### src/core/aar_pkg.sv
// Shared constants of the auto-negotiation advertisement register bank.
// Assumes a 32-bit APB register port with 12-bit byte addresses.
package aar_pkg;

    // Byte offsets of the APB registers
    localparam logic [11:0] ADDR_CTRL = 12'h000;
    localparam logic [11:0] ADDR_ADVERT = 12'h004;
    localparam logic [11:0] ADDR_STATUS = 12'h008;
    localparam logic [11:0] ADDR_PAGE = 12'h058;

    // Control register field positions
    localparam int CTRL_SW_RESET = 15;
    localparam int CTRL_SPEED_LSB = 13;
    localparam int CTRL_AN_ENABLE = 12;
    localparam int CTRL_POWER_DOWN = 11;
    localparam int CTRL_AN_RESTART = 9;
    localparam int CTRL_DUPLEX = 8;
    localparam int CTRL_SPEED_MSB = 6;

    // Control reset values
    localparam logic CTRL_AN_ENABLE_RST = 1'h1;
    localparam logic CTRL_POWER_DOWN_RST = 1'h0;
    localparam logic CTRL_DUPLEX_RST = 1'h1;
    localparam logic CTRL_SPEED_LSB_RST = 1'h0;
    localparam logic CTRL_SPEED_MSB_RST = 1'h1;

    // Copper advertisement fields
    localparam int COP_10_HALF = 5;
    localparam int COP_SEL_MSB = 4;
    localparam logic [4:0] SELECTOR_8023 = 5'h01;

    // Fiber advertisement fields
    localparam int FIB_NEXT_PAGE = 15;
    localparam int FIB_RFAULT_LSB = 12;
    localparam int FIB_PAUSE_LSB = 7;
    localparam logic FIB_NEXT_PAGE_RST = 1'h0;
    localparam logic [1:0] FIB_RFAULT_RST = 2'h0;
    localparam logic [1:0] PAUSE_RST_OFF = 2'h0;
    localparam logic [1:0] PAUSE_RST_ON = 2'h3;

    // Remote fault encodings
    localparam logic [1:0] RFAULT_NONE = 2'h0;
    localparam logic [1:0] RFAULT_LINK_FAIL = 2'h1;
    localparam logic [1:0] RFAULT_OFFLINE = 2'h2;
    localparam logic [1:0] RFAULT_AN_ERROR = 2'h3;

    // Status register extra bits
    localparam int STAT_LINK_UP = 16;
    localparam int STAT_GBIC = 17;
    localparam int STAT_FORCED_1000 = 18;

    // Configuration encodings
    localparam logic [3:0] HWCFG_GBIC = 4'h8;
    localparam int SYNC_W = 10;

    typedef enum logic {
        AAR_PAGE_COPPER,
        AAR_PAGE_FIBER
    } aar_page_e;

endpackage : aar_pkg

### src/core/aar_sync.sv
// Two-flop synchroniser for strap and link pins.
// Assumes the inputs are quasi-static or level signals.
`timescale 1ns/100ps
module aar_sync
    import aar_pkg::*;
#(
    parameter int W = SYNC_W
) (
    // Clock
    input wire logic clock,
    // Asynchronous inputs and synchronised copy
    input wire logic [W-1:0] async_in,
    output logic [W-1:0] sync_out
);

    logic [W-1:0] meta_q;
    logic [W-1:0] sync_q;

    // No reset here so straps are already settled when rst releases
    always_ff @(posedge clock) begin
        meta_q <= async_in;
        sync_q <= meta_q;
    end

    assign sync_out = sync_q;

endmodule // aar_sync

### src/core/aar_trigger.sv
// Detects the events that commit pending advertisement values.
// Assumes all inputs are synchronous to clock.
`timescale 1ns/100ps
module aar_trigger
    import aar_pkg::*;
(
    // Clock and reset
    input wire logic clock,
    input wire logic rst,
    // Event sources
    input wire logic sw_reset_pulse,
    input wire logic restart_pulse,
    input wire logic power_down,
    input wire logic link_up,
    // Commit strobe
    output logic apply
);

    logic power_down_q;
    logic link_up_q;

    always_ff @(posedge clock) begin
        if (rst) begin
            power_down_q <= CTRL_POWER_DOWN_RST;
            link_up_q <= 1'h0;
        end else begin
            power_down_q <= power_down;
            link_up_q <= link_up;
        end
    end

    assign apply = sw_reset_pulse | restart_pulse
        | (power_down_q & ~power_down) | (link_up_q & ~link_up);

endmodule // aar_trigger

### src/core/aar_regs.sv
// Auto-negotiation advertisement register bank, copper and fiber pages.
// Assumes an APB master on clock, straps stable around reset release.
//
// What this block does
// - Written advertisement applies only on reset, restart, power-up or link loss.
// - In GBIC mode writes to copper 10 half-duplex bit are ignored.
// - Forced 1000 keeps autoneg running, advertising duplex set by control.
// - Forced 1000 ignores copper 10/100 and 1000BASE-T advertisement bits.
// - Copper 10 half-duplex reset default comes from strap decode.
// - Fiber next page resets to 0, retained on software reset.
// - Remote fault encodes none, link fail, offline, autoneg error.
// - Remote fault is never set by the device itself.
// - Pause field encodes none, symmetric, asymmetric, both.
// - Pause resets to 00 or 11 from strap, kept on software reset.
`timescale 1ns/100ps
module aar_regs
    import aar_pkg::*;
(
    // Clock and reset
    input wire logic clock,
    input wire logic rst,
    // APB slave
    input wire logic psel,
    input wire logic penable,
    input wire logic pwrite,
    input wire logic [11:0] paddr,
    input wire logic [31:0] pwdata,
    input wire logic [3:0] pstrb,
    output logic [31:0] prdata,
    output logic pready,
    output logic pslverr,
    // Straps and line state from pins
    input wire logic [3:0] autoneg_config_straps,
    input wire logic [3:0] hardware_config_select,
    input wire logic pause_default_strap,
    input wire logic link_up,
    // Active copper advertisement
    output logic copper_adv_10_half,
    output logic [4:0] copper_selector,
    output logic adv_override,
    output logic adv_1000t_full,
    output logic adv_1000t_half,
    output logic autoneg_running,
    // Active fiber advertisement
    output logic fiber_next_page,
    output logic [1:0] fiber_remote_fault,
    output logic [1:0] fiber_pause
);

    // Seven-pin strap decode for the copper 10 half-duplex default
    function automatic logic cop10_default(input logic [3:0] aneg,
                                           input logic [3:0] hw);
        logic aneg_ok;
        logic hw_ok;
        aneg_ok = (aneg == 4'h0) || (aneg[3:2] == 2'h3);
        hw_ok = hw[3] && (hw[1:0] == 2'h3);
        return aneg_ok && hw_ok;
    endfunction

    // Forced-1000 condition from control bits
    function automatic logic forced_1000(input logic an_en,
                                         input logic spd_msb,
                                         input logic spd_lsb);
        return !an_en && spd_msb && !spd_lsb;
    endfunction

    // Synchronised pins
    logic [SYNC_W-1:0] pins_s;
    logic [3:0] aneg_s;
    logic [3:0] hwcfg_s;
    logic pause_strap_s;
    logic link_up_s;

    aar_sync #(
        .W(SYNC_W)
    ) u_sync (
        .clock(clock),
        .async_in({link_up, pause_default_strap,
                   hardware_config_select, autoneg_config_straps}),
        .sync_out(pins_s)
    );

    assign aneg_s = pins_s[3:0];
    assign hwcfg_s = pins_s[7:4];
    assign pause_strap_s = pins_s[8];
    assign link_up_s = pins_s[9];

    // APB decode
    logic setup;
    logic access;
    logic wr_en;
    logic sel_ctrl;
    logic sel_advert;
    logic sel_status;
    logic sel_page;
    logic mapped;
    logic lane1;
    logic lane0;

    assign setup = psel && !penable;
    assign access = psel && penable;

    always_comb begin
        sel_ctrl = 1'h0;
        sel_advert = 1'h0;
        sel_status = 1'h0;
        sel_page = 1'h0;
        if (paddr == ADDR_CTRL) begin
            sel_ctrl = 1'h1;
        end else if (paddr == ADDR_ADVERT) begin
            sel_advert = 1'h1;
        end else if (paddr == ADDR_STATUS) begin
            sel_status = 1'h1;
        end else if (paddr == ADDR_PAGE) begin
            sel_page = 1'h1;
        end
    end

    assign mapped = sel_ctrl | sel_advert | sel_status | sel_page;
    assign wr_en = access && pwrite && mapped;
    assign lane1 = pstrb[1];
    assign lane0 = pstrb[0];
    assign pready = 1'h1;
    assign pslverr = access && !mapped;

    // Page select
    aar_page_e page_q;

    always_ff @(posedge clock) begin
        if (rst) begin
            page_q <= AAR_PAGE_COPPER;
        end else if (wr_en && sel_page && lane0) begin
            page_q <= pwdata[0] ? AAR_PAGE_FIBER : AAR_PAGE_COPPER;
        end
    end

    // Control register
    logic an_enable_q;
    logic power_down_q;
    logic duplex_q;
    logic speed_lsb_q;
    logic speed_msb_q;
    logic sw_reset_q;
    logic restart_q;
    logic forced_1000_w;

    always_ff @(posedge clock) begin
        if (rst) begin
            an_enable_q <= CTRL_AN_ENABLE_RST;
            power_down_q <= CTRL_POWER_DOWN_RST;
            duplex_q <= CTRL_DUPLEX_RST;
            speed_lsb_q <= CTRL_SPEED_LSB_RST;
            speed_msb_q <= CTRL_SPEED_MSB_RST;
        end else if (wr_en && sel_ctrl) begin
            if (lane1) begin
                an_enable_q <= pwdata[CTRL_AN_ENABLE];
                power_down_q <= pwdata[CTRL_POWER_DOWN];
                duplex_q <= pwdata[CTRL_DUPLEX];
                speed_lsb_q <= pwdata[CTRL_SPEED_LSB];
            end
            if (lane0) begin
                speed_msb_q <= pwdata[CTRL_SPEED_MSB];
            end
        end
    end

    // Self-clearing strobes, one cycle after the write
    always_ff @(posedge clock) begin
        if (rst) begin
            sw_reset_q <= 1'h0;
            restart_q <= 1'h0;
        end else begin
            sw_reset_q <= wr_en && sel_ctrl && lane1
                && pwdata[CTRL_SW_RESET];
            restart_q <= wr_en && sel_ctrl && lane1
                && pwdata[CTRL_AN_RESTART];
        end
    end

    assign forced_1000_w = forced_1000(an_enable_q, speed_msb_q,
                                       speed_lsb_q);

    // Commit event detection
    logic apply;

    aar_trigger u_trigger (
        .clock(clock),
        .rst(rst),
        .sw_reset_pulse(sw_reset_q),
        .restart_pulse(restart_q),
        .power_down(power_down_q),
        .link_up(link_up_s),
        .apply(apply)
    );

    // Pending copies, read back at once
    logic gbic_mode;
    logic wr_copper;
    logic wr_fiber;
    logic cop10_pend_q;
    logic np_pend_q;
    logic [1:0] rf_pend_q;
    logic [1:0] pause_pend_q;

    assign gbic_mode = (hwcfg_s == HWCFG_GBIC);
    assign wr_copper = wr_en && sel_advert && page_q == AAR_PAGE_COPPER;
    assign wr_fiber = wr_en && sel_advert && page_q == AAR_PAGE_FIBER;

    always_ff @(posedge clock) begin
        if (rst) begin
            cop10_pend_q <= cop10_default(aneg_s, hwcfg_s);
        end else if (wr_copper && lane0 && !gbic_mode) begin
            cop10_pend_q <= pwdata[COP_10_HALF];
        end
    end

    always_ff @(posedge clock) begin
        if (rst) begin
            np_pend_q <= FIB_NEXT_PAGE_RST;
        end else if (wr_fiber && lane1) begin
            np_pend_q <= pwdata[FIB_NEXT_PAGE];
        end
    end

    always_ff @(posedge clock) begin
        if (rst) begin
            rf_pend_q <= FIB_RFAULT_RST;
        end else if (wr_fiber && lane1) begin
            rf_pend_q <= pwdata[FIB_RFAULT_LSB+:2];
        end
    end

    always_ff @(posedge clock) begin
        if (rst) begin
            pause_pend_q <= pause_strap_s ? PAUSE_RST_ON : PAUSE_RST_OFF;
        end else if (wr_fiber) begin
            if (lane1) begin
                pause_pend_q[1] <= pwdata[FIB_PAUSE_LSB+1];
            end
            if (lane0) begin
                pause_pend_q[0] <= pwdata[FIB_PAUSE_LSB];
            end
        end
    end

    // Active advertisement
    logic cop10_act_q;
    logic np_act_q;
    logic [1:0] rf_act_q;
    logic [1:0] pause_act_q;

    always_ff @(posedge clock) begin
        if (rst) begin
            cop10_act_q <= cop10_default(aneg_s, hwcfg_s);
            np_act_q <= FIB_NEXT_PAGE_RST;
            rf_act_q <= FIB_RFAULT_RST;
            pause_act_q <= pause_strap_s ? PAUSE_RST_ON : PAUSE_RST_OFF;
        end else if (apply) begin
            // Software reset commits but keeps values
            cop10_act_q <= cop10_pend_q;
            np_act_q <= np_pend_q;
            rf_act_q <= rf_pend_q;
            pause_act_q <= pause_pend_q;
        end
    end

    // Read images of both pages
    logic [15:0] copper_img;
    logic [15:0] fiber_img;
    logic [15:0] copper_act_img;
    logic [15:0] fiber_act_img;

    always_comb begin
        copper_img = 16'h0000;
        copper_img[COP_SEL_MSB:0] = SELECTOR_8023;
        copper_img[COP_10_HALF] = cop10_pend_q;
        copper_act_img = copper_img;
        copper_act_img[COP_10_HALF] = cop10_act_q;
    end

    always_comb begin
        fiber_img = 16'h0000;
        fiber_img[FIB_NEXT_PAGE] = np_pend_q;
        fiber_img[FIB_RFAULT_LSB+:2] = rf_pend_q;
        fiber_img[FIB_PAUSE_LSB+:2] = pause_pend_q;
        fiber_act_img = 16'h0000;
        fiber_act_img[FIB_NEXT_PAGE] = np_act_q;
        fiber_act_img[FIB_RFAULT_LSB+:2] = rf_act_q;
        fiber_act_img[FIB_PAUSE_LSB+:2] = pause_act_q;
    end

    // Read mux
    logic [31:0] rdata_d;
    logic [31:0] prdata_q;

    always_comb begin
        rdata_d = 32'h0000_0000;
        if (sel_ctrl) begin
            rdata_d[CTRL_SPEED_LSB] = speed_lsb_q;
            rdata_d[CTRL_AN_ENABLE] = an_enable_q;
            rdata_d[CTRL_POWER_DOWN] = power_down_q;
            rdata_d[CTRL_DUPLEX] = duplex_q;
            rdata_d[CTRL_SPEED_MSB] = speed_msb_q;
        end else if (sel_advert) begin
            rdata_d[15:0] = (page_q == AAR_PAGE_FIBER) ? fiber_img
                                                       : copper_img;
        end else if (sel_status) begin
            rdata_d[15:0] = (page_q == AAR_PAGE_FIBER) ? fiber_act_img
                                                       : copper_act_img;
            rdata_d[STAT_LINK_UP] = link_up_s;
            rdata_d[STAT_GBIC] = gbic_mode;
            rdata_d[STAT_FORCED_1000] = forced_1000_w;
        end else if (sel_page) begin
            rdata_d[0] = (page_q == AAR_PAGE_FIBER);
        end
    end

    // Read data is sampled in the setup cycle so it comes from a flop
    always_ff @(posedge clock) begin
        if (rst) begin
            prdata_q <= 32'h0000_0000;
        end else if (setup && !pwrite) begin
            prdata_q <= rdata_d;
        end
    end

    assign prdata = prdata_q;

    assign autoneg_running = an_enable_q | forced_1000_w;
    assign adv_1000t_full = forced_1000_w & duplex_q;
    assign adv_1000t_half = forced_1000_w & ~duplex_q;

    assign adv_override = forced_1000_w;
    assign copper_adv_10_half = cop10_act_q & ~forced_1000_w;
    assign copper_selector = SELECTOR_8023;

    assign fiber_next_page = np_act_q;
    assign fiber_remote_fault = rf_act_q;
    assign fiber_pause = pause_act_q;

endmodule // aar_regs

### config.mk
export PLATFORM = sky130hd
export DESIGN_NAME = aar_regs
export DESIGN_NICKNAME = d
export VERILOG_FILES = /design/src/core/aar_pkg.sv /design/src/core/aar_sync.sv /design/src/core/aar_trigger.sv /design/src/core/aar_regs.sv
export SDC_FILE = /design/constraint.sdc
export NUM_CORES = 1
export LEC_CHECK = 0
export BUFFER_PORTS_ARGS = -buffer_cell sky130_fd_sc_hd__buf_2
export CORE_MARGIN = 4
export CORE_UTILIZATION = 42
export DETAILED_ROUTE_END_ITERATION = 16
export PLACE_DENSITY = 0.76
export SLEW_MARGIN = 20
export SYNTH_ARGS = -nofsm -noshare
export SYNTH_HDL_FRONTEND = slang
export SYNTH_SLANG_ARGS = --single-unit
export TNS_END_PERCENT = 1
### constraint.sdc
create_clock -name clock -period 1.9 [get_ports clock]
set_clock_uncertainty 0.1 [all_clocks]
set_input_delay 0.475 -clock clock [delete_from_list [all_inputs] [get_ports clock]]
set_output_delay 0.475 -clock clock [all_outputs]
set_load 0.03 [all_outputs]
# [Word-level counts from Yosys, hierarchy flattened]
# Cells that the tools add are included.
[totals] reg_bits=61 inputBits=63 output_inout_bits=49 wordCells=121
[classes] eq_ne=6 n_mux=36 bitwise=17 reduce_logical=40
[ops] op="16-bit two-way mux" count=3
[ops] op="1-bit logical AND" count=22
[ops] op="1-bit two-way mux" count=22
[ops] op="18-bit two-way mux" count=1
[ops] op="12-bit by 3-bit equality test with 1-bit output, second input constant" count=1
[ops] op="12-bit by 4-bit equality test with 1-bit output, second input constant" count=1
[ops] op="12-bit by 7-bit equality test with 1-bit output, second input constant" count=1
[ops] op="12-bit logical NOT" count=1
[ops] op="2-bit two-way mux" count=6
[ops] op="2-bit nonzero test" count=5
[ops] op="2-bit AND reduction" count=4
[ops] op="1-bit OR" count=7
[ops] op="1-bit logical NOT" count=6
[ops] op="3-bit two-way mux" count=2
[ops] op="6-bit two-way mux" count=1
[ops] op="1-bit bitwise AND" count=5
[ops] op="5-bit two-way mux" count=1
[ops] op="1-bit inverter" count=5
[ops] op="2-bit equality test, second input constant" count=2
[ops] op="4-bit equality test, second input constant" count=1
[ops] op="4-bit logical NOT" count=1
[ops] op="1-bit logical OR" count=1

# [Longest topological paths before layout]
# Gate-level depths: netlist of the first run.
[logic_depth] depth_word=13 depth_mapped=6 ltp_nobuf=4

# [Cells and area by module]
# Synthesis of the first run repeated with hierarchy kept, for this count alone.
[unflattened] cells_unflattened=251 hier_area_um2=2391.0
[modules_own_cells] module="aar_regs" instances=1 cells_each=223 area_per_inst_um2=1911.8 seq_area_each_um2=700.7
[modules_own_cells] module="aar_sync" instances=1 cells_each=20 area_per_inst_um2=400.4 seq_area_each_um2=400.4
[modules_own_cells] module="aar_trigger" instances=1 cells_each=8 area_per_inst_um2=78.8 seq_area_each_um2=40.0

# [Worst setup path before layout of the first run]
# Ideal clock, no wire load.
[synth_timing] kind="input -> output" startpoint="in paddr[2]" endpoint="out pslverr" arrival_ns=1.590 t_required_ns=1.325 path_slack_ns=-0.265 stages=4 path_buffers=1 cell_sequence="buf_2 > nand4b_1 > nor3_1 > a211oi_1"
[synth_via] elab_chain_cells=8 elab_cells_between_ends=19 classes_between="eq/ne: 3; mux: 10; bitwise: 3; reduce/logical: 3"
[synth_lines] element="start: declaration" line="aar_regs.sv:26" rtl="input wire logic [11:0] paddr,"
[synth_lines] element="12-bit by 3-bit equality test with 1-bit output, or another cell as far along" line="aar_regs.sv:110" rtl="end else if (paddr == ADDR_ADVERT) begin"
[synth_lines] element="1-bit two-way mux (on tied branches)" line="aar_regs.sv:110, aar_regs.sv:112, aar_regs.sv:114"
[synth_lines] element="1-bit two-way mux (on tied branches)" line="aar_regs.sv:108, aar_regs.sv:110, aar_regs.sv:112"
[synth_lines] element="1-bit OR, or another cell as far along" line="aar_regs.sv:119" rtl="assign mapped = sel_ctrl | sel_advert | sel_status | sel_page;"
[synth_lines] element="1-bit OR or 1-bit two-way mux (tied branches)" line="aar_regs.sv:119, aar_regs.sv:108"
[synth_lines] element="1-bit OR (*)" line="aar_regs.sv:119"
[synth_lines] element="1-bit logical NOT (*)" line="aar_regs.sv:124" rtl="assign pslverr = access && !mapped;"
[synth_lines] element="1-bit logical AND (*)" line="aar_regs.sv:124"
[synth_lines] element="end: declaration" line="aar_regs.sv:31" rtl="output logic pslverr,"
# Mark *: on every way between the ends. The rest lies on a longest branch, timed or not.

# [Final worst setup path of the first run]
[layout_timing] startpoint="in paddr[7]" endpoint="out pslverr"
# The elaborated chain is that of the path after synthesis.

==> insert_results.sql, run 1 <==
INSERT INTO impl_metrics (metric_group, metric, value, unit) VALUES
('final_layout', 'syn2layout_area_growth', '32.9', '%'),
('timing', 'layout_min_cycle_time', '2.19', 'ns'),
('routing', 'ant_nets', '0', ''),
('critical_path', 'worst_ep_arrival_time', '1.62', 'ns'),
('global_route', 'largest_net_degree_at_the_start_of_global_routing', '19', ''),
('synth', 'post_synth_inst_count', '248', ''),
('critical_path', 'timing.reg2reg.worst_path_depth', '5', ''),
('power_and_ir_drop', 'power.ir.vdd_worst', '620', 'uV'),
('status', 'outcome', 'complete, but fails checks', ''),
('critical_path', 'worst-setup-path-type', 'input pin to primary output', ''),
('synth', 'synth-seq-cells', '54', ''),
('timing', 'fmaxAchievable', '456', 'MHz'),
('clock_network', 'insertion_delay', '0.31', 'ns'),
('critical_path', 'crit_path_top_delay_cell', 'sky130_fd_sc_hd__or4_4', ''),
('placed_design', 'buffer_ports.inserted', '61', ''),
('final_layout', 'mostFrequentLayoutCells', 'sky130_fd_sc_hd__buf_2 (57), sky130_fd_sc_hd__dfxtp_1 (48), sky130_fd_sc_hd__buf_4 (46)', ''),
('timing', 'report.final.slew_viol_count', '0', ''),
('power_and_ir_drop', 'power.sequential.fraction', '56.3', '%'),
('placed_design', 'place.detailed.instances', '412', ''),
('timing', 'fin_setup_tns', '-0.389', 'ns'),
('power_and_ir_drop', 'cellInternalPower', '1560', 'uW'),
('routing', 'route.vias.total', '2181', ''),
('critical_path', 'data_required_time_of_the_worst_path', '1.32', 'ns'),
('floorplan', 'floorplan.initialDensity', '43.1', '%'),
('power_and_ir_drop', 'static-leakage-power', '0.00139', 'uW'),
('final_layout', 'multi_input_combinational_cell_area', '0.00111', 'sq mm'),
('power_and_ir_drop', 'power_switching_share', '27.0', '%'),
('placed_design', 'gp_routability_congestion', '0.866', ''),
('clock_network', 'cts_tree', 'done', ''),
('clock_network', 'cts_made_buffers', '5', ''),
('power_and_ir_drop', 'pwr-share-comb', '13.4', '%'),
('synth', 'syn-cell-area', '0.00237', 'sq mm'),
('placed_design', 'detailed_place.area', '0.00298', 'sq mm'),
('synth', 'synth_flop_cell', 'sky130_fd_sc_hd__dfxtp_1', ''),
('final_layout', 'fill_cells', '487', ''),
('final_layout', 'final_net_count', '413', ''),
('routing', 'detailedRoute.firstIterationViolations', '115', ''),
('critical_path', 'worst_path_dominant_cell_family', 'simple AND/OR/NAND/NOR gates', ''),
('clock_network', 'clock_path_buffers', '2', ''),
('routing', 'wl_per_cell', '14.0', 'um'),
('timing', 'tightest_slew', '0.536', 'ns'),
('clock_network', 'worst_setup_hold_path_clk_slew', '0.10', 'ns'),
('timing', 'rsz_0062_raised_after_global_routing', 'yes', ''),
('status', 'violations', 'setup timing', ''),
('global_route', 'grt_antenna_before_repair', '0', ''),
('critical_path', 'critPathMostFrequentCell', 'sky130_fd_sc_hd__buf_6', ''),
('floorplan', 'die_width', '83.1', 'um'),
('synth', 'synth-edff-count', '6', ''),
('critical_path', 'timing.reg2reg.setup_slack', '0.23', 'ns'),
('clock_network', 'clock_tree_root', 'sky130_fd_sc_hd__clkbuf_8', ''),
('power_and_ir_drop', 'power_per_cell_area', '677', 'mW/mm^2'),
('critical_path', 'timing.critical_path.from_type', 'input pin', ''),
('critical_path', 'critical_path_buf_inv_count', '2', ''),
('hold_path', 'min-delay-path-class', 'input pin to register', ''),
('critical_path', 'crit_path_cell_trace', 'buf_6 -> or4_4 -> nor3_4 -> a211oi_4 -> buf_6', ''),
('synth', 'async_s_r_ff_share_synth', '0', '%'),
('final_layout', 'layout.cells.most_common', 'sky130_fd_sc_hd__buf_2', ''),
('clock_network', 'tritoncts_num_sinks', '54', ''),
('global_route', 'grt_remaining_overflow', '0', ''),
('global_route', 'wire_length_of_the_first_global_routing_pass', '9.40', 'mm'),
('synth', 'yosys_warnings', '0', ''),
('synth', 'synth.lib_cells_used.distinct', '49', ''),
('synth', 'post_synthesis_mean_instance_area', '9.56', 'sq um'),
('final_layout', 'final_cell_area', '0.00315', 'sq mm'),
('final_layout', 'final-instance-count-excl-fill', '423', ''),
('timing', 'tcrit_tclk_final', '115', '%'),
('timing', 'report.final.setup_viol', '3', ''),
('global_route', 'grt_pass1_vias', '2000', ''),
('floorplan', 'design.core.area', '0.00551', 'sq mm'),
('timing', 'post_route_worst_setup_slack', '-0.292', 'ns'),
('critical_path', 'worst_setup_path_end_kind', 'primary output', '');
[per-stage QoR]
| step | util, % | hold slack [ns] | setup slack [ns] |
|---|---|---|---|
| after CTS | 56.5 | 0.151 | -0.315 |
| after floorplan | - | 0.210 | -0.117 |
| after global placement | 54.1 | 0.211 | -0.335 |
| after global routing | 57.2 | 0.135 | -0.321 |
| after detailed placement | 54.1 | 0.212 | -0.354 |
| final | 57.2 | 0.156 | -0.292 |
[per-layer routing]
| layer | share of wire (%) | track usage, % |
|---|---|---|
| met1 | 41 | 20.6 |
| met2 | 48 | 28.0 |
| met3 | 9.0 | 3.87 |
| met4 | 2.0 | 6.69 |
| met5 | 0 | 0 |
[Yosys cell counts (all sizes together), types with 2 or more instances]
| master | count | area [sq um] |
|---|---|---|
| a22o | 4 | 35.0 |
| nor2b | 6 | 37.5 |
| nor4 | 6 | 58.8 |
| nand4 | 8 | 50.1 |
| and4 | 2 | 17.5 |
| a21oi | 15 | 75.1 |
| o31ai | 6 | 45.0 |
| a2111o | 2 | 22.5 |
| dfxtp | 48 | 961 |
| mux2i | 5 | 50.1 |
| a211o | 2 | 17.5 |
| buf | 29 | 219 |
| clkbuf | 7 | 26.3 |
| a211oi | 6 | 45.0 |
| inv | 11 | 41.3 |
| and3 | 5 | 31.3 |
| or4 | 2 | 15.0 |
| nand2 | 15 | 56.3 |
| nor3 | 4 | 36.3 |
| conb | 2 | 7.51 |
| o21ai | 10 | 50.0 |
| nor2 | 12 | 45.0 |
| nand3 | 12 | 60.1 |
| or2 | 3 | 21.3 |
| a22oi | 2 | 15.0 |
| edfxtp | 6 | 180 |
| nand2b | 3 | 18.8 |
| a31oi | 2 | 12.5 |
| a41o | 2 | 20.0 |
[state kept, by name, indices dropped and copies added (netlist names), 2 cells and up]
| signal | flops |
|---|---|
| rf_pend_q | 2 |
| fiber_pause | 2 |
| u_sync.meta_q | 10 |
| fiber_remote_fault | 2 |
| pause_pend_q | 2 |
| prdata | 12 |
| u_sync.sync_out | 10 |
[worst register-to-register path, cell delays in order (launching register included)]
cell                      delay (ns)
sky130_fd_sc_hd__dfxtp_1        0.51
sky130_fd_sc_hd__and3b_1        0.22
sky130_fd_sc_hd__nand4_1        0.20
sky130_fd_sc_hd__buf_4          0.21
sky130_fd_sc_hd__o31ai_2        0.22
sky130_fd_sc_hd__a21oi_1        0.10
[area by class of cell]
class                           instances  share of cell area, %
Inverter                               11                   1.31
Tap cell                               72                   2.86
Multi-Input combinational cell        171                   35.3
Sequential cell                        54                   36.2
Clock buffer                            5                   2.18
Clock inverter                          3                  0.794
Timing Repair Buffer                  107                   21.3
[how the worst max path moves through the flow]
stage | from | to | slack [ns] | cells after the start
floorplan | paddr[5] | pslverr | -0.12 | 3
global placement | paddr[5] | pslverr | -0.33 | 5
detailed placement | paddr[1] | pslverr | -0.35 | 5
CTS | paddr[8] | pslverr | -0.31 | 5
global route | paddr[7] | pslverr | -0.32 | 5
finish | paddr[7] | pslverr | -0.29 | 5
[repair_timing]
action	in CTS	in global routing
cloned	0	0
pin swaps	3	5
gates resized for setup	6	6
hold endpoints to repair	0	0
setup buffers	2	1
hold buffers	0	0
setup endpoints to repair	4	11
[logic make-up after synthesis]
family,Yosys count,share of synthesized area [%]
multiplexers,6,2.59
other,2,0.317
buffers and inverters,47,12.1
AO/OA/AOI/OAI,55,15.9
flip-flops,54,48.1
AND/OR/NAND/NOR,84,21.0
[power by group through the flow]
| stage | combinational, uW | sequential, uW | clock [uW] |
|---|---|---|---|
| finish | 285 | 1200 | 647 |
| detailed placement | 273 | 1230 | 0 |
| global route | 306 | 1210 | 708 |
| global placement | 268 | 1230 | 0 |
| floorplan | 187 | 1230 | 0 |
| CTS | 279 | 1200 | 660 |
Note: power is estimated with default switching activity, not from simulation.
==> run 2: changes to the inputs <==
--- a/config.mk
+++ b/config.mk
@@ -7,9 +7,10 @@
 export LEC_CHECK = 0
 export BUFFER_PORTS_ARGS = -buffer_cell sky130_fd_sc_hd__buf_2
 export CORE_MARGIN = 4
-export CORE_UTILIZATION = 42
+export CORE_UTILIZATION = 50
 export DETAILED_ROUTE_END_ITERATION = 16
-export PLACE_DENSITY = 0.76
+export PLACE_DENSITY = 0.85
+export SKIP_CTS_REPAIR_TIMING = 1
 export SLEW_MARGIN = 20
 export SYNTH_ARGS = -nofsm -noshare
 export SYNTH_HDL_FRONTEND = slang
==> constraint.sdc (replaced) <==
create_clock -name clock -period 2.6 [get_ports clock]
set_clock_uncertainty 0.1 [all_clocks]
set_input_delay 0.65 -clock clock [delete_from_list [all_inputs] [get_ports clock]]
set_output_delay 0.65 -clock clock [all_outputs]
set_load 0.03 [all_outputs]
==> run 2 against run 1 <==
Net effect:
- the flow now finishes without violations
- register-to-register slack better by 0.64 ns
- clock power down 29%
- design area down 9.9%
- routed wire length down 6.7%
- sequential share of layout area up 4.0 points
- combinational power down 37%
- die area down 15%
- sequential cell count unchanged
- non-clock buffer count down 27
- total power down 29%
- final cell count down 11%
==> insert_results.sql, run 2 (synthesis results as in run 1) <==
INSERT INTO impl_metrics (metric_group, metric, value, unit) VALUES
('status', 'outcome', 'completed', ''),
('critical_path', 'data_required_time_of_the_worst_path', '1.85', 'ns'),
('critical_path', 'path_max_fanout', '3', ''),
('final_layout', 'mostFrequentLayoutCells', 'sky130_fd_sc_hd__buf_2 (61), sky130_fd_sc_hd__dfxtp_1 (48), sky130_fd_sc_hd__conb_1 (26)', ''),
('global_route', 'wire_length_of_the_first_global_routing_pass', '8.90', 'mm'),
('routing', 'detailedRoute.firstIterationViolations', '158', ''),
('floorplan', 'io_pins', '112', ''),
('power_and_ir_drop', 'power_switching_share', '26.7', '%'),
('global_route', 'grt_remaining_overflow', '0', ''),
('timing', 'fmaxAchievable', '389', 'MHz'),
('global_route', 'grt_pass1_vias', '1942', ''),
('critical_path', 'timing.critical_path.from_type', 'input pin', ''),
('final_layout', 'num_antenna_cells', '0', ''),
('clock_network', 'clock_tree_root', 'sky130_fd_sc_hd__clkbuf_8', ''),
('critical_path', 'crit_path_cell_trace', 'buf_2 -> or4_4 -> nor3_2 -> a211oi_1 -> buf_2', ''),
('power_and_ir_drop', 'power_switching', '405', 'uW'),
('clock_network', 'clock_path_buffers', '2', ''),
('clock_network', 'ctsHtreeMaxLevel', '2', ''),
('critical_path', 'critical_path_buf_inv_count', '2', ''),
('global_route', 'globalRouteTotalUtil', '18.6', '%'),
('power_and_ir_drop', 'power.sequential.fraction', '57.8', '%'),
('final_layout', 'largest_register_ff_count', '12', ''),
('global_route', 'grt_antenna_before_repair', '0', ''),
('floorplan', 'floorplan.initialDensity', '53.0', '%'),
('global_route', 'largest_net_degree_at_the_start_of_global_routing', '19', ''),
('placed_design', 'hpwl', '4.33', 'mm'),
('floorplan', 'die_width', '76.9', 'um'),
('critical_path', 'timing.reg2reg.worst_path_depth', '3', ''),
('placed_design', 'pre_cts_slack', '-0.0362', 'ns'),
('routing', 'post-route-drc-count', '0', ''),
('power_and_ir_drop', 'design_power_total', '1520', 'uW'),
('routing', 'wirelength', '5.52', 'mm'),
('critical_path', 'critPathMostFrequentCell', 'sky130_fd_sc_hd__buf_2', ''),
('power_and_ir_drop', 'pwr-share-comb', '11.8', '%'),
('timing', 'tcrit_tclk_final', '99.0', '%'),
('critical_path', 'worst_ep_arrival_time', '1.82', 'ns'),
('clock_network', 'tritoncts_num_sinks', '54', ''),
('final_layout', 'drive_gt1_share', '30.2', '%'),
('hold_path', 'min-delay-path-class', 'register to register', ''),
('timing', 'report.final.slew_viol_count', '0', ''),
('power_and_ir_drop', 'cellInternalPower', '1110', 'uW'),
('routing', 'wl_per_cell', '14.7', 'um'),
('routing', 'post_drt_via_cell_ratio', '5.45', ''),
('final_layout', 'syn2layout_area_growth', '19.7', '%'),
('power_and_ir_drop', 'clock_power_share', '30.4', '%'),
('clock_network', 'worst_setup_hold_path_clk_slew', '0.09', 'ns'),
('critical_path', 'worst_path_dominant_cell_family', 'simple AND/OR/NAND/NOR gates', ''),
('timing', 'post_route_worst_setup_slack', '0.0272', 'ns'),
('routing', 'route.vias.total', '2051', ''),
('clock_network', 'insertion_delay', '0.30', 'ns'),
('hold_path', 'hold-path-cell-count', '0', ''),
('routing', 'ant_nets', '0', ''),
('placed_design', 'buffer_ports.inserted', '61', ''),
('floorplan', 'die_area', '0.00591', 'sq mm'),
('timing', 'tightest_slew', '0.664', 'ns'),
('critical_path', 'worst_setup_path_end_kind', 'primary output', ''),
('floorplan', 'core.rowCount', '24', ''),
('final_layout', 'final_net_count', '386', ''),
('timing', 'timing_hold_violations_final', '0', ''),
('routing', 'drtPass1Iterations', '4', ''),
('critical_path', 'worst-setup-path-type', 'input pin to primary output', ''),
('clock_network', 'cts_tree', 'done', ''),
('power_and_ir_drop', 'power.ir.vdd_worst', '509', 'uV'),
('clock_network', 'cts_made_buffers', '5', ''),
('timing', 'report.final.setup_viol', '0', ''),
('critical_path', 'timing.reg2reg.setup_slack', '0.87', 'ns'),
('floorplan', 'chip_height', '76.9', 'um'),
('flow_run', 'max_cap_violations', '0', ''),
('timing', 'hold-worst-slack', '0.233', 'ns'),
('power_and_ir_drop', 'static-leakage-power', '0.00124', 'uW'),
('floorplan', 'design.core.area', '0.00447', 'sq mm'),
('critical_path', 'crit_path_top_delay_cell', 'sky130_fd_sc_hd__or4_4', ''),
('placed_design', 'gp_routability_congestion', '0.879', ''),
('final_layout', 'layout.cells.most_common', 'sky130_fd_sc_hd__buf_2', ''),
('final_layout', 'fill_cells', '372', ''),
('timing', 'maxSlewHeadroom', '55.8', '%'),
('critical_path', 'timing.critical_path.depth', '5', ''),
('power_and_ir_drop', 'power_per_cell_area', '535', 'mW/mm^2'),
('timing', 'layout_min_cycle_time', '2.57', 'ns'),
('critical_path', 'max_stage_delay', '0.57', 'ns');
## run 2: cell type report
class	count	area, sq um	area share, %
repair buffers	80	448	15.8
inverters	11	41.3	1.45
clock buffers	5	68.8	2.42
clock inverters	3	22.5	0.793
flip-flops and latches	54	1140	40.2
well taps	52	65.1	2.29
multi-input cells	171	1050	37.1
## run 2: worst reg2reg max path: stages (launching register included)
cell	delay, ns
sky130_fd_sc_hd__dfxtp_1	0.49
sky130_fd_sc_hd__and3b_1	0.22
sky130_fd_sc_hd__nand4_1	0.22
sky130_fd_sc_hd__o31ai_1	0.38
## run 2: stage by stage
stage | utilization, % | setup TNS, ns | instances | cell area [sq um]
3_5_place_dp | 61.0 | -0.0362 | 368 | 2730
3_3_place_gp | 61.0 | -0.0311 | 368 | 2730
6_report | 63.5 | 0 | 376 | 2840
4_1_cts | 63.0 | -0.0391 | 376 | 2820
5_1_grt | 63.5 | -0.0172 | 376 | 2840
2_1_floorplan | - | 0 | 272 | 2460
## run 2: metal layers
layer | GRT usage (%) | part of all wire [%] | up-vias
li1 | - | - | 1004
met1 | 22.9 | 40 | 947
met2 | 32.1 | 49 | 89
met3 | 4.33 | 9.1 | 11
met4 | 5.62 | 1.4 | 0
met5 | 0 | 0 | -
## run 2: power by group through the flow
stage	clock, uW	combinational (uW)	sequential [uW]
4_1_cts	478	174	878
3_5_place_dp	0	173	898
2_1_floorplan	0	132	900
5_1_grt	518	193	882
6_report	462	179	878
3_3_place_gp	0	169	897
## run 2: worst paths after layout
path,startpoint,endpoint
hold / removal,u_sync.meta_q[9],u_sync.sync_out[9]
setup reg to reg,page_q,pause_pend_q[1]
hold reg to reg,u_sync.meta_q[9],u_sync.sync_out[9]
setup / recovery,paddr[1],pslverr
==> run 3: changes to the inputs <==
--- a/config.mk
+++ b/config.mk
@@ -6,10 +6,12 @@
 export NUM_CORES = 1
 export LEC_CHECK = 0
 export BUFFER_PORTS_ARGS = -buffer_cell sky130_fd_sc_hd__buf_2
+export CELL_PAD_IN_SITES_DETAIL_PLACEMENT = 1
+export CELL_PAD_IN_SITES_GLOBAL_PLACEMENT = 1
 export CORE_MARGIN = 4
-export CORE_UTILIZATION = 50
+export CORE_UTILIZATION = 36
 export DETAILED_ROUTE_END_ITERATION = 16
-export PLACE_DENSITY = 0.85
+export PLACE_DENSITY_LB_ADDON = 0.1
 export SKIP_CTS_REPAIR_TIMING = 1
 export SLEW_MARGIN = 20
 export SYNTH_ARGS = -nofsm -noshare
==> run 3 against run 2 <==
Net effect:
- sequential power barely moved
- clock power increased by 11%
- register-to-register slack worse by 0.04 ns
- non-clock buffer count grew 3
- utilization down 18 points
- routed wire length is 13% higher
- die area grew 35%
- global-route usage is 2.5 points lower
==> insert_results.sql, run 3 (synthesis results as in run 1) <==
INSERT INTO impl_metrics (metric_group, metric, value, unit) VALUES
('routing', 'ant_nets', '0', ''),
('routing', 'route.vias.total', '2024', ''),
('critical_path', 'crit_path_cell_trace', 'buf_2 -> or4_4 -> nor3_4 -> a211oi_1 -> buf_2', ''),
('timing', 'hold-worst-slack', '0.233', 'ns'),
('timing', 'report.final.setup_viol', '0', ''),
('placed_design', 'buffer_ports.inserted', '61', ''),
('timing', 'tightest_slew', '0.545', 'ns'),
('floorplan', 'design.core.area', '0.00639', 'sq mm'),
('critical_path', 'rr_endpoint', 'pause_pend_q[1]', ''),
('final_layout', 'num_antenna_cells', '0', ''),
('flow_run', 'max_cap_violations', '0', ''),
('clock_network', 'clock_path_buffers', '2', ''),
('floorplan', 'die_width', '89.2', 'um'),
('clock_network', 'ctsHtreeMaxLevel', '2', ''),
('routing', 'post_drt_via_cell_ratio', '5.01', ''),
('critical_path', 'timing.reg2reg.worst_path_depth', '3', ''),
('critical_path', 'critPathMostFrequentCell', 'sky130_fd_sc_hd__buf_2', ''),
('timing', 'fin_setup_tns', '0', 'ns'),
('global_route', 'globalRouteTotalUtil', '16.1', '%'),
('timing', 'layout_min_cycle_time', '2.54', 'ns'),
('floorplan', 'core.rowCount', '29', ''),
('critical_path', 'timing.reg2reg.setup_slack', '0.83', 'ns'),
('critical_path', 'crit_path_top_delay_cell', 'sky130_fd_sc_hd__or4_4', ''),
('placed_design', 'detailed_place.area', '0.00278', 'sq mm'),
('placed_design', 'pre_cts_slack', '-0.0606', 'ns'),
('critical_path', 'worst_setup_path_end_kind', 'primary output', ''),
('routing', 'detailedRoute.firstIterationViolations', '73', ''),
('clock_network', 'worst_setup_hold_path_clk_slew', '0.08', 'ns'),
('final_layout', 'multi_input_combinational_cell_area', '0.00106', 'sq mm'),
('final_layout', 'final_cell_area', '0.00291', 'sq mm'),
('final_layout', 'fill_cells', '789', ''),
('final_layout', 'ff_latch_area', '0.00114', 'sq mm'),
('global_route', 'grt_antenna_before_repair', '0', ''),
('clock_network', 'clock_tree_root', 'sky130_fd_sc_hd__clkbuf_8', ''),
('critical_path', 'worst_ep_arrival_time', '1.79', 'ns'),
('critical_path', 'timing.critical_path.from_type', 'input pin', ''),
('floorplan', 'floorplan.initialDensity', '37.1', '%'),
('floorplan', 'io_pins', '112', ''),
('critical_path', 'path_max_fanout', '3', ''),
('clock_network', 'insertion_delay', '0.31', 'ns'),
('power_and_ir_drop', 'power.ir.vdd_worst', '418', 'uV'),
('critical_path', 'worst-setup-path-type', 'input pin to primary output', ''),
('timing', 'maxSlewHeadroom', '63.2', '%'),
('final_layout', 'mostFrequentLayoutCells', 'sky130_fd_sc_hd__buf_2 (61), sky130_fd_sc_hd__dfxtp_1 (48), sky130_fd_sc_hd__conb_1 (26)', ''),
('routing', 'wirelength', '6.23', 'mm'),
('hold_path', 'min-delay-path-class', 'register to register', ''),
('power_and_ir_drop', 'static-leakage-power', '0.00127', 'uW'),
('clock_network', 'tritoncts_num_sinks', '54', ''),
('final_layout', 'syn2layout_area_growth', '22.8', '%'),
('timing', 'timing_hold_violations_final', '0', ''),
('floorplan', 'die_area', '0.00795', 'sq mm'),
('final_layout', 'drive_gt1_share', '30.6', '%'),
('routing', 'wl_per_cell', '15.4', 'um'),
('clock_network', 'cts_tree', 'done', ''),
('critical_path', 'ff_to_ff_start', 'page_q', ''),
('hold_path', 'hold_path_startpoint', 'u_sync.meta_q[3]', ''),
('timing', 'fmaxAchievable', '393', 'MHz'),
('timing', 'tcrit_tclk_final', '97.9', '%'),
('final_layout', 'final_net_count', '389', ''),
('global_route', 'grt_pass1_vias', '1938', ''),
('clock_network', 'cts_made_buffers', '5', ''),
('final_layout', 'layout.cells.most_common', 'sky130_fd_sc_hd__buf_2', ''),
('timing', 'post_route_worst_setup_slack', '0.0554', 'ns'),
('hold_path', 'min_to', 'u_sync.sync_out[3]', ''),
('status', 'outcome', 'completed', ''),
('routing', 'post-route-drc-count', '0', ''),
('routing', 'drtPass1Iterations', '4', ''),
('placed_design', 'hpwl', '5.04', 'mm'),
('critical_path', 'timing.critical_path.depth', '5', ''),
('critical_path', 'critical_path_buf_inv_count', '2', ''),
('timing', 'report.final.slew_viol_count', '0', ''),
('floorplan', 'chip_height', '89.2', 'um'),
('critical_path', 'worst_path_dominant_cell_family', 'simple AND/OR/NAND/NOR gates', ''),
('global_route', 'grt_remaining_overflow', '0', ''),
('global_route', 'wire_length_of_the_first_global_routing_pass', '9.61', 'mm'),
('critical_path', 'max_stage_delay', '0.58', 'ns'),
('power_and_ir_drop', 'power_per_cell_area', '540', 'mW/mm^2'),
('critical_path', 'data_required_time_of_the_worst_path', '1.85', 'ns'),
('placed_design', 'gp_routability_congestion', '0.792', ''),
('hold_path', 'hold-path-cell-count', '0', ''),
('timing', 'rsz_0062_raised_after_global_routing', 'no', ''),
('final_layout', 'largest_register_ff_count', '12', ''),
('global_route', 'largest_net_degree_at_the_start_of_global_routing', '21', '');
run 3: cell count changes in the layout (fill, tap and decap cells not counted), sizes merged:
cell and change:
buf +3, clkbuf +2, inv -2
run 3: per-stage QoR:
step	std cells	total power (uW)	utilization [%]
after floorplan	272	1030	-
after global placement	396	1070	43.6
after detailed placement	396	1080	43.6
after CTS	404	1590	45.2
after global routing	404	1650	45.6
final	404	1570	45.6
run 3: layout make-up:
class / count / area share (%)
Tap cell: 77 / 3.31
Clock inverter: 1 / 0.258
Sequential cell: 54 / 39.2
Inverter: 11 / 1.42
Timing Repair Buffer: 83 / 16.2
Multi-Input combinational cell: 171 / 36.3
Clock buffer: 7 / 3.35
run 3: power by group:
group          internal (uW)  switching (uW)
registers                868            10.5
clock network            249             266
logic                   53.7             127
total                   1170             403
run 3: worst max-delay path by stage:
stage               startpoint           end  slack (ns)
CTS                   paddr[5]       pslverr       -0.06
floorplan             paddr[2]       pslverr        0.09
global route          paddr[9]       pslverr       0.002
global placement      paddr[1]  cop10_pend_q       -0.06
finish                paddr[9]       pslverr        0.06
detailed placement    paddr[5]       pslverr       -0.06
run 3: routing by layer:
layer  up-vias  part of all wire (%)  track usage, %  wire [um]
met5         -                     0               0          0
met4         0                  0.80            4.87         50
met3         7                   4.9            3.13        307
met2        54                    49            26.9       3080
met1       961                    45            21.1       2800
li1       1002                     -               -          -
